File: src/core/tfca_pkg.sv
package tfca_pkg;
	// ---------------------------------------------------------------
	// task file offsets
	// ---------------------------------------------------------------
	localparam logic [3:0] OFS_DATA = 4'h0;
	localparam logic [3:0] OFS_FEAT = 4'h1;
	localparam logic [3:0] OFS_CNT  = 4'h2;
	localparam logic [3:0] OFS_SEC  = 4'h3;
	localparam logic [3:0] OFS_CYLL = 4'h4;
	localparam logic [3:0] OFS_CYLH = 4'h5;
	localparam logic [3:0] OFS_UH   = 4'h6;
	localparam logic [3:0] OFS_CMD  = 4'h7;
	localparam logic [3:0] OFS_CTL  = 4'he;
	localparam logic [3:0] OFS_ADDR = 4'hf;
	// ---------------------------------------------------------------
	// field positions
	// ---------------------------------------------------------------
	localparam int ST_BUSY  = 7;
	localparam int ST_RDY   = 6;
	localparam int ST_DWF   = 5;
	localparam int ST_DSC   = 4;
	localparam int ST_DRQ   = 3;
	localparam int ST_ERR   = 0;
	localparam int ER_ABRT  = 2;
	localparam int UH_LBA   = 6;
	localparam int UH_UNIT  = 4;
	localparam int CTL_SRST = 2;
	localparam int CTL_NIEN = 1;
	localparam int RB_WIP   = 6;
	localparam int RB_U1    = 1;
	localparam int RB_U0    = 0;
	// ---------------------------------------------------------------
	// reset values and constants
	// ---------------------------------------------------------------
	localparam logic [7:0] CNT_RST  = 8'h01;
	localparam logic [7:0] UH_RST   = 8'ha0;
	localparam logic [7:0] BYTE_0   = 8'h00;
	localparam logic [7:0] BYTE_1   = 8'hff;
	localparam logic [8:0] CNT_MAX  = 9'h100;
	// ---------------------------------------------------------------
	// opcodes
	// ---------------------------------------------------------------
	localparam logic [7:0] OP_PWR_A = 8'h98;
	localparam logic [7:0] OP_PWR_B = 8'he5;
	localparam logic [7:0] OP_ERASE = 8'hc0;
	localparam logic [7:0] OP_WMNE  = 8'hcd;
	localparam logic [7:0] OP_WSNE  = 8'h38;
	localparam logic [7:0] OP_NMAX  = 8'hf8;
	localparam logic [3:0] OP_RECAL = 4'h1;
	localparam logic [3:0] OP_SEEK  = 4'h7;
	// ---------------------------------------------------------------
	// timing
	// ---------------------------------------------------------------
	localparam int CLK_NS    = 8;
	localparam int T_BSY_NS  = 400;
	localparam int T_DRQ2_US = 700;
	localparam int T_DRQ3_MS = 20;
	localparam int BSY_CYC   = T_BSY_NS / CLK_NS;
	localparam int DRQ2_CYC  = T_DRQ2_US * 1000 / CLK_NS;
	localparam int DRQ3_CYC  = T_DRQ3_MS * 1000000 / CLK_NS;
	localparam int TMR_W     = 22;
	// ---------------------------------------------------------------
	// types
	// ---------------------------------------------------------------
	typedef enum logic [3:0] {
		K_ABORT, K_PWR, K_ERASE, K_NMAX, K_WSNE, K_WMNE, K_NOP
	} tfca_kind_t;
	typedef enum logic [1:0] {CLS1 = 2'h1, CLS2 = 2'h2, CLS3 = 2'h3} tfca_cls_t;
	typedef enum logic [1:0] {S_IDLE = 2'b00, S_EXEC = 2'b01, S_PREP = 2'b10, S_XFER = 2'b11} tfca_st_t;
	typedef struct packed {
		tfca_kind_t kind;
		tfca_cls_t  cls;
		logic       use_fr;
		logic       use_sc;
		logic       use_sn;
		logic       use_cy;
		logic       use_head;
		logic       use_lba;
	} tfca_dec_t;
	typedef struct packed {
		logic [7:0]  opcode;
		tfca_kind_t  kind;
		logic [7:0]  feature;
		logic [8:0]  count;
		logic        lba;
		logic [27:0] addr;
		logic        unit;
	} tfca_cmd_t;
endpackage : tfca_pkg

File: src/core/tfca_core.sv
// Functional notes
// RULE_01 - readback bit 6 low during media write
// RULE_02 - readback bits 5:2 are inverted head
// RULE_03 - readback bit 1 low: unit 1 selected
// RULE_04 - readback bit 0 low: unit 0 selected
// RULE_05 - host loads parameters before opcode
// RULE_06 - host issues commands only when idle
// RULE_07 - class 1: busy within 400ns
// RULE_08 - class 2: drq by 700us, busy drops
// RULE_09 - class 3: drq by 20ms, busy drops
// RULE_10 - legacy opcodes complete as nop
// RULE_11 - use only parameters valid for opcode
// RULE_12 - 98h/E5h decode as power query
// RULE_13 - standby query: count zero, irq
// RULE_14 - idle query: count all ones, irq
// RULE_15 - erase conditions sectors for later writes
// RULE_16 - erase has no data, may write-fault
// RULE_17 - erase address from task file, lba
// RULE_18 - CDh multi write without erase
// RULE_19 - 38h single write without erase
// RULE_20 - F8h returns native max address; the core only starts the media side and loads no address back
// RULE_21 - busy on status bit 7, locks host
// RULE_22 - unit head bit 4 selects unit
// RULE_23 - count of zero means 256
// RULE_24 - unknown opcode aborts with error
`timescale 1ns/100ps
module tfca_core
	import tfca_pkg::*;
#(
	parameter int DRQ2_LIM = DRQ2_CYC,
	parameter int DRQ3_LIM = DRQ3_CYC
) (
	input  wire logic       clk_sys_i,
	input  wire logic       nrst_i,
	input  wire logic [3:0] addr_i,
	input  wire logic       wr_i,
	input  wire logic       rd_i,
	input  wire logic [7:0] wdata_i,
	input  wire logic       unit_id_i,
	input  wire logic       pwr_idle_i,
	input  wire logic       media_wr_i,
	input  wire logic       buf_rdy_i,
	input  wire logic       done_i,
	input  wire logic       fault_i,
	output logic [7:0]      rd_data_o,
	output logic            irq_o,
	output logic            cmd_start_o,
	output tfca_cmd_t       cmd_o
);
	// ---------------------------------------------------------------
	// task file state
	// ---------------------------------------------------------------
	logic [7:0] feat_q, cnt_q, sec_q, cyll_q, cylh_q, uh_q;
	logic       busy_q, drq_q, err_q, dwf_q, abrt_q, rdy_q;
	logic       srst_q, nien_q, irq_q, unit_id_q, strap_q;
	tfca_st_t   st_q;
	tfca_dec_t  dec;
	logic       tmr_due;

	tfca_dec u_dec (
		.opcode_i (wdata_i),
		.dec_o    (dec)
	);

	// ---------------------------------------------------------------
	// host decode
	// ---------------------------------------------------------------
	wire hit_cmd  = wr_i && (addr_i == OFS_CMD);
	wire hit_ctl  = wr_i && (addr_i == OFS_CTL);
	// RULE_06 only taken while busy and soft reset are clear, drq phase included
	wire wr_cmd   = hit_cmd && !busy_q && !srst_q;
	// RULE_21 parameters locked while busy
	wire wr_par   = wr_i && !busy_q && !srst_q;
	wire rd_stat  = rd_i && (addr_i == OFS_CMD);
	wire is_local = (cmd_o.kind == K_PWR) || (cmd_o.kind == K_NOP) || (cmd_o.kind == K_ABORT);
	wire to_back  = (dec.kind != K_PWR) && (dec.kind != K_NOP) && (dec.kind != K_ABORT);
	wire wr_class = (dec.cls != CLS1);
	wire [TMR_W-1:0] lim = (dec.cls == CLS3) ? TMR_W'(DRQ3_LIM - 2) : TMR_W'(DRQ2_LIM - 2);

	// RULE_22 unit number field
	wire uh_unit  = uh_q[UH_UNIT];
	// RULE_23 zero count is 256
	wire [8:0] cnt9 = (cnt_q == BYTE_0) ? CNT_MAX : {1'b0, cnt_q};

	// RULE_11 only valid parameters pass
	wire [3:0]  head_v = dec.use_head ? uh_q[3:0] : 4'h0;
	wire [7:0]  sec_v  = dec.use_sn ? sec_q : BYTE_0;
	wire [15:0] cyl_v  = dec.use_cy ? {cylh_q, cyll_q} : {BYTE_0, BYTE_0};
	// RULE_17 lba or chs start address
	wire [27:0] addr_v = {head_v, cyl_v, sec_v};
	wire        lba_v  = dec.use_lba & uh_q[UH_LBA];

	tfca_cmd_t cmd_d;
	assign cmd_d = '{opcode: wdata_i, kind: dec.kind,
	                 feature: dec.use_fr ? feat_q : BYTE_0,
	                 count: dec.use_sc ? cnt9 : 9'h000,
	                 lba: lba_v, addr: addr_v, unit: uh_unit};

	tfca_tmr u_tmr (
		.clk_sys_i (clk_sys_i),
		.nrst_i    (nrst_i),
		.load_i    (wr_cmd && wr_class),
		.limit_i   (lim),
		.due_o     (tmr_due)
	);

	// ---------------------------------------------------------------
	// readback and status
	// ---------------------------------------------------------------
	wire [7:0] stat = {busy_q, rdy_q, dwf_q, rdy_q, drq_q, 1'b0, 1'b0, err_q};
	wire [7:0] rb;
	// RULE_01 write in progress bit
	assign rb[RB_WIP] = ~media_wr_i;
	// RULE_02 inverted head bits
	assign rb[5:2] = ~uh_q[3:0];
	// RULE_03 unit 1 active and selected
	assign rb[RB_U1] = ~(unit_id_q & uh_unit);
	// RULE_04 unit 0 active and selected
	assign rb[RB_U0] = ~(~unit_id_q & ~uh_unit);
	// bit 7 reads low to stay off a shared line
	assign rb[7] = 1'b0;

	logic [7:0] rmux;
	always_comb begin
		unique case (addr_i)
			OFS_FEAT:          rmux = {5'h00, abrt_q, 2'h0};
			OFS_CNT:           rmux = cnt_q;
			OFS_SEC:           rmux = sec_q;
			OFS_CYLL:          rmux = cyll_q;
			OFS_CYLH:          rmux = cylh_q;
			OFS_UH:            rmux = uh_q;
			OFS_CMD, OFS_CTL:  rmux = stat;
			OFS_ADDR:          rmux = rb;
			default:           rmux = BYTE_0;
		endcase
	end

	// ---------------------------------------------------------------
	// command sequencing
	// ---------------------------------------------------------------
	wire exec_end = (st_q == S_EXEC) && (is_local || done_i);
	wire prep_end = (st_q == S_PREP) && (buf_rdy_i || tmr_due);
	wire xfer_end = (st_q == S_XFER) && done_i;
	wire cmd_end  = exec_end || xfer_end;
	wire irq_set  = cmd_end && !srst_q;
	wire irq_d    = irq_set | (irq_q & ~rd_stat);

	always_ff @(posedge clk_sys_i or negedge nrst_i) begin
		if (!nrst_i) begin
			st_q <= S_IDLE;
			busy_q <= 1'b0;
			drq_q <= 1'b0;
		end else if (srst_q) begin
			st_q <= S_IDLE;
			busy_q <= 1'b1;
			drq_q <= 1'b0;
		end else begin
			unique case (st_q)
				S_IDLE: begin
					// RULE_07 busy on next edge
					if (wr_cmd) begin
						st_q <= wr_class ? S_PREP : S_EXEC;
						busy_q <= 1'b1;
					end else begin
						busy_q <= 1'b0;
					end
				end
				S_EXEC: begin
					if (exec_end) begin
						st_q <= S_IDLE;
						busy_q <= 1'b0;
					end
				end
				S_PREP: begin
					// RULE_08 drq by deadline, busy drops
					// RULE_09 same edge for class 3
					if (prep_end) begin
						st_q <= S_XFER;
						drq_q <= 1'b1;
						busy_q <= 1'b0;
					end
				end
				S_XFER: begin
					if (xfer_end) begin
						st_q <= S_IDLE;
						drq_q <= 1'b0;
					end
				end
			endcase
		end
	end

	always_ff @(posedge clk_sys_i or negedge nrst_i) begin
		if (!nrst_i) begin
			err_q <= 1'b0;
			dwf_q <= 1'b0;
			abrt_q <= 1'b0;
		end else if (srst_q || wr_cmd) begin
			err_q <= 1'b0;
			dwf_q <= 1'b0;
			abrt_q <= 1'b0;
		// RULE_24 unknown opcode aborts
		end else if (exec_end && cmd_o.kind == K_ABORT) begin
			err_q <= 1'b1;
			abrt_q <= 1'b1;
		// RULE_16 erase may end write-faulted
		end else if (cmd_end && !is_local && fault_i) begin
			err_q <= 1'b1;
			dwf_q <= 1'b1;
		end
	end

	// ---------------------------------------------------------------
	// parameter registers
	// ---------------------------------------------------------------
	// RULE_05 opcode captures loaded parameters
	always_ff @(posedge clk_sys_i or negedge nrst_i) begin
		if (!nrst_i) begin
			feat_q <= BYTE_0;
			sec_q <= BYTE_0;
			cyll_q <= BYTE_0;
			cylh_q <= BYTE_0;
			uh_q <= UH_RST;
		end else if (wr_par) begin
			if (addr_i == OFS_FEAT) feat_q <= wdata_i;
			if (addr_i == OFS_SEC) sec_q <= wdata_i;
			if (addr_i == OFS_CYLL) cyll_q <= wdata_i;
			if (addr_i == OFS_CYLH) cylh_q <= wdata_i;
			if (addr_i == OFS_UH) uh_q <= wdata_i;
		end
	end

	always_ff @(posedge clk_sys_i or negedge nrst_i) begin
		if (!nrst_i) begin
			cnt_q <= CNT_RST;
		// RULE_13 standby query loads zero
		// RULE_14 idle query loads all ones
		end else if (exec_end && cmd_o.kind == K_PWR && !srst_q) begin
			cnt_q <= pwr_idle_i ? BYTE_1 : BYTE_0;
		end else if (wr_par && addr_i == OFS_CNT) begin
			cnt_q <= wdata_i;
		end
	end

	always_ff @(posedge clk_sys_i or negedge nrst_i) begin
		if (!nrst_i) begin
			cmd_o <= '0;
			cmd_start_o <= 1'b0;
		end else begin
			if (wr_cmd) cmd_o <= cmd_d;
			// RULE_10 nop never reaches media
			// RULE_15 erase handed to media side
			cmd_start_o <= wr_cmd && to_back;
		end
	end

	// ---------------------------------------------------------------
	// control, strap, interrupt, read data
	// ---------------------------------------------------------------
	// strap caught after release, never under reset
	always_ff @(posedge clk_sys_i or negedge nrst_i) begin
		if (!nrst_i) begin
			srst_q <= 1'b0;
			nien_q <= 1'b0;
			strap_q <= 1'b0;
			unit_id_q <= 1'b0;
			rdy_q <= 1'b0;
			irq_q <= 1'b0;
			irq_o <= 1'b0;
			rd_data_o <= BYTE_0;
		end else begin
			if (hit_ctl) srst_q <= wdata_i[CTL_SRST];
			if (hit_ctl) nien_q <= wdata_i[CTL_NIEN];
			strap_q <= 1'b1;
			if (!strap_q) unit_id_q <= unit_id_i;
			rdy_q <= strap_q && !srst_q;
			irq_q <= irq_d;
			irq_o <= irq_d & ~nien_q;
			if (rd_i) rd_data_o <= rmux;
		end
	end

	// ---------------------------------------------------------------
	// checks
	// ---------------------------------------------------------------
	wire rd_rb = rd_i && (addr_i == OFS_ADDR);
endmodule : tfca_core

File: src/core/tfca_dec.sv
`timescale 1ns/100ps
module tfca_dec
	import tfca_pkg::*;
(
	input  wire logic [7:0] opcode_i,
	output tfca_dec_t       dec_o
);
	always_comb begin
		dec_o = '{kind: K_ABORT, cls: CLS1, default: 1'b0};
		// RULE_12 power query
		if (opcode_i == OP_PWR_A || opcode_i == OP_PWR_B) begin
			dec_o.kind = K_PWR;
		// RULE_17 erase parameters
		end else if (opcode_i == OP_ERASE) begin
			dec_o = '{kind: K_ERASE, cls: CLS1, use_fr: 1'b0, default: 1'b1};
		// RULE_18 multi write no erase
		end else if (opcode_i == OP_WMNE) begin
			dec_o = '{kind: K_WMNE, cls: CLS3, use_fr: 1'b0, default: 1'b1};
		// RULE_19 single write no erase
		end else if (opcode_i == OP_WSNE) begin
			dec_o = '{kind: K_WSNE, cls: CLS2, use_fr: 1'b0, default: 1'b1};
		// RULE_20 native max address
		end else if (opcode_i == OP_NMAX) begin
			dec_o.kind = K_NMAX;
		// RULE_10 legacy nop opcodes
		end else if (opcode_i[7:4] == OP_RECAL || opcode_i[7:4] == OP_SEEK) begin
			dec_o.kind = K_NOP;
		end
	end
endmodule : tfca_dec

File: src/core/tfca_tmr.sv
`timescale 1ns/100ps
module tfca_tmr
	import tfca_pkg::*;
(
	input  wire logic             clk_sys_i,
	input  wire logic             nrst_i,
	input  wire logic             load_i,
	input  wire logic [TMR_W-1:0] limit_i,
	output logic                  due_o
);
	logic [TMR_W-1:0] cnt_q;
	logic             run_q;
	wire              last = run_q && (cnt_q == '0);

	// counts down so the flag lands on the last legal cycle
	always_ff @(posedge clk_sys_i or negedge nrst_i) begin
		if (!nrst_i) begin
			cnt_q <= '0;
			run_q <= 1'b0;
			due_o <= 1'b0;
		end else begin
			cnt_q <= load_i ? limit_i : (run_q ? cnt_q - 1'b1 : cnt_q);
			run_q <= load_i | (run_q & ~last);
			due_o <= last & ~load_i;
		end
	end
endmodule : tfca_tmr

File: config.mk
export PLATFORM = sky130hd
export DESIGN_NAME = tfca_core
export DESIGN_NICKNAME = d
export VERILOG_FILES = /design/src/core/tfca_pkg.sv /design/src/core/tfca_core.sv /design/src/core/tfca_dec.sv /design/src/core/tfca_tmr.sv
export SDC_FILE = /design/constraint.sdc
export NUM_CORES = 1
export LEC_CHECK = 0
export BUFFER_PORTS_ARGS = -buffer_cell sky130_fd_sc_hd__buf_2
export CAP_MARGIN = 5
export CORE_MARGIN = 5
export CORE_UTILIZATION = 63
export DETAILED_ROUTE_END_ITERATION = 7
export PLACE_DENSITY = 0.89
export SETUP_SLACK_MARGIN = 0.4
export SLEW_MARGIN = 10
export SYNTH_ARGS = -nofsm -noshare
export SYNTH_HDL_FRONTEND = slang
export SYNTH_HIERARCHICAL = 1
export SYNTH_SLANG_ARGS = --single-unit
File: constraint.sdc
create_clock -name clk_sys_i -period 5.95 [get_ports clk_sys_i]
set_clock_uncertainty 0.1 [all_clocks]
set_input_delay 1.785 -clock clk_sys_i [delete_from_list [all_inputs] [get_ports clk_sys_i]]
set_output_delay 1.785 -clock clk_sys_i [all_outputs]
set_load 0.005 [all_outputs]
==> key figures <==
Setup path
  – WP data arrival: approximately 4.2 ns
  – CP Class: in2reg
  – Critical Path Source Type: primary input
  – Max Fanout on Critical Path: 45
  – WP data required: about 6 ns
  – Critical Path End Type: flop

STA
  – Minimum clock period: slightly above 4 ns
  – Fin. max-slew vios: 0
  – Final period util: approximately two thirds
  – Max Fclk: roughly 0.25 GHz
  – Final hold violation count: 0
  – RSZ-0062 raised after global routing: no
  – Finish-stage setup viols: 0
  – Setup TNS: 0 ns
  – Slew @ Worst Pin: ~1.1 ns
  – Hold WS: approximately 0.37 ns
  – Rel. slew slack: 27.9%

Detailed routing
  – Post-DRT Antenna Nets: 0
  – DRC: 0
  – Vias after detailed routing: 5,988
  – Routed wire per std cell: ~20 um
  – 1st-iter DRT viols: approximately 450
  – Drt via density: 6.22
  – Pre-antenna DRT Iters: 5
  – Post-Route WL: a little under 20,000 um

Synthesis
  – Post-synth top flop: dfrtp_1
  – Seq/Total Area, Yosys: 51.4%
  – Share of Yosys cell area claimed by the top area cell type: 50.4%
  – Area contributors post-synth: dfrtp_1 (50%), mux2_2 (6.6%), nand2_1 (6.3%), o21ai_0 (4.5%), a21oi_1 (1.7%)
  – Library cells used by synthesis: a little under 80
  – Post-Syn Area: between 7000 and 8000 um^2
  – Mapped Cells: roughly 730
  – Seq cells post-synth: approximately 150
  – Ys async rst share: 100%
  – Largest area contributor in the netlist: dfrtp_1
  – Synth warn: 6
  – Mean Syn Cell Area: 10.3 um^2
  – EDFF count, synth: 0

CTS
  – Root Buffer: clkbuf_16
  – CTS clk-pin slew, worst paths: 0.06 ns
  – Post-cts hold buffer count: 0
  – Clk buf depth: 2
  – PostCTS Resize Cnt: 0
  – # H-tree levels: 4
  – Clock Sinks: 154
  – Clk_lat worst skew: ~0.44 ns
  – CTS tree: yes
  – Post-CTS setup repair buffer count: 0
  – CTS Buf Count: 17

Floorplanning
  – Width of the chip: between 100 and 150 um
  – Initial Utilization: around two thirds
  – Core Area: between 10,000 and 15,000 um^2
  – Row cnt: 39
  – IO Count: 91
  – DIE HEIGHT: approximately 120 um
  – Die Area: 14,200 um^2

GRT
  – Gr usage total: roughly 29%
  – Vias in the first global route: 6,225
  – Largest net degree at the start of global routing: 120
  – Initial antenna violation count: 0
  – Global route overflow: 0
  – Global-route wire length before repair: 32,000 um

Finish
  – Nets: ~830
  – Fill count: 776
  – ANT cells: 0
  – Post-Layout Cell Count: 962
  – Share of layout cells above drive strength 1: roughly 25%
  – Final Instance Area: roughly 8600 um^2
  – Area delta synth->final: 14.7%

Run status
  – Outcome: finished clean

Pwr
  – PwrDens: 341 nW/um^2
  – P_leak: 3.83 nW
  – Total chip power: slightly below 3 mW
  – Peak VDD IR: 235 uV

Job
  – Max-cap violations: 0

Place
  – Number of port buffers: 90
  – # placed instances: 930
  – Dpl cell area: between 7000 and 8000 um^2
  – GPL Wtd Cong: between 0.8 and 0.9
  – DPL Wire Length: about 13,000 um

Hold path
  – Min-delay worst type: reg2reg
-- cell families (layout without fill, tap and decap cells) --
group / count (synthesis) / after routing / synth area share (%)
AOI/OAI and AO/OA: 152 / 152 / 12.6
buffers and inverters: 61 / 139 / 3.82
other: 3 / 15 / 0.150
adders and majority gates: 5 / 5 / 0.834
muxes: 65 / 65 / 10.0
xor gates and xnor gates: 14 / 14 / 1.63
DFF: 154 / 154 / 51.4
and+or+nand+nor: 275 / 275 / 19.6
-- critical path: stages --
cell and delay, ns:
buf_2 0.44, and2_0 0.40, nand3_4 0.46, nor2_1 0.25, buf_4 0.33, inv_1 0.27
nor2_1 0.19, a31oi_1 0.07
-- power by group --
part           internal, mW  switching, mW  total (mW)
Clock                 0.681          0.456        1.14
Combinational         0.201          0.201       0.403
Sequential             1.22          0.175        1.39
-- cell usage in the layout (no fill, tap or decap), types with 9 or more instances in the layout --
cell type / instances
dfrtp_1: 151
nand2_1: 125
buf_2: 89
o21ai_0: 68
mux2_2: 44
nor2_1: 32
a21oi_1: 26
clkbuf_16: 17
conb_1: 15
inv_1: 14
nand3b_1: 14
or4_1: 13
or3_1: 11
xnor2_1: 10
nor3_1: 9
mux2i_1: 9
-- area by class of cell --
class | count | area (um^2) | area share (%)
inverter | 14 | 52.6 | 0.611
tap | 143 | 179 | 2.08
clock inverter | 14 | 183 | 2.12
clock buffer | 18 | 439 | 5.10
multi-input combinational | 526 | 3420 | 39.7
timing repair buffer | 93 | 479 | 5.57
sequential | 154 | 3860 | 44.8
-- worst paths after layout --
kind                           start         endpoint  slack (ns)  cells past startpoint
max                        addr_i[1]  u_tmr/cnt_q[19]        1.92                      8
max in group asynchronous     nrst_i            rdy_q        3.33                      2
min                        cmd_o[19]        cmd_o[19]        0.37                      2
min reg2reg                cmd_o[19]        cmd_o[19]        0.37                      2
min in group asynchronous     nrst_i         cmd_o[9]        1.37                      1
max reg2reg                   srst_q  u_tmr/cnt_q[19]        3.06                      7
-- synth_stat cells, types with 4 or more instances --
cell       number
nor2b_1         8
or4_1          13
or3_1          11
nand3_1         7
a31oi_1         7
xor2_1          4
nor2_1         32
mux2_4          8
buf_2          14
nand3b_1       14
a211oi_1        4
nand2_1       126
mux2_1          4
o31ai_1         4
and3_1          4
mux2_2         44
buf_4          10
dfrtp_1       151
nand3_2         4
ha_1            5
a21oi_1        26
nor4_1          8
xnor2_1        10
nand4b_1        6
clkbuf_1       18
nor3_1          9
inv_1          14
o21ai_0        68
mux2i_1         9
o2bb2ai_1       8
-- stage by stage --
step	utilization (%)	setup slack [ns]
floorplan	-	2.24
global placement	69.0	1.73
detailed placement	69.0	1.52
CTS	74.4	1.96
global route	74.4	1.70
finish	74.4	1.92
-- registers in the layout, indices dropped and copies added, names as in the netlist, 8 cells and up --
signal and count:
uh_q 8, cyll_q 8, cnt_q 8, feat_q 8, cmd_o 59, cylh_q 8
sec_q 8, u_tmr/cnt_q 22, rd_data_o 8
-- metal layers --
layer | GRT usage, % | vias up | share of wire (%)
met3 | 7.63 | 56 | 7.2
li1 | - | 2724 | -
met1 | 35.9 | 2959 | 40
met4 | 11.8 | 0 | 2.7
met5 | 0 | - | 0
met2 | 47.2 | 249 | 50
No activity file was read; power rests on OpenSTA's default activity.
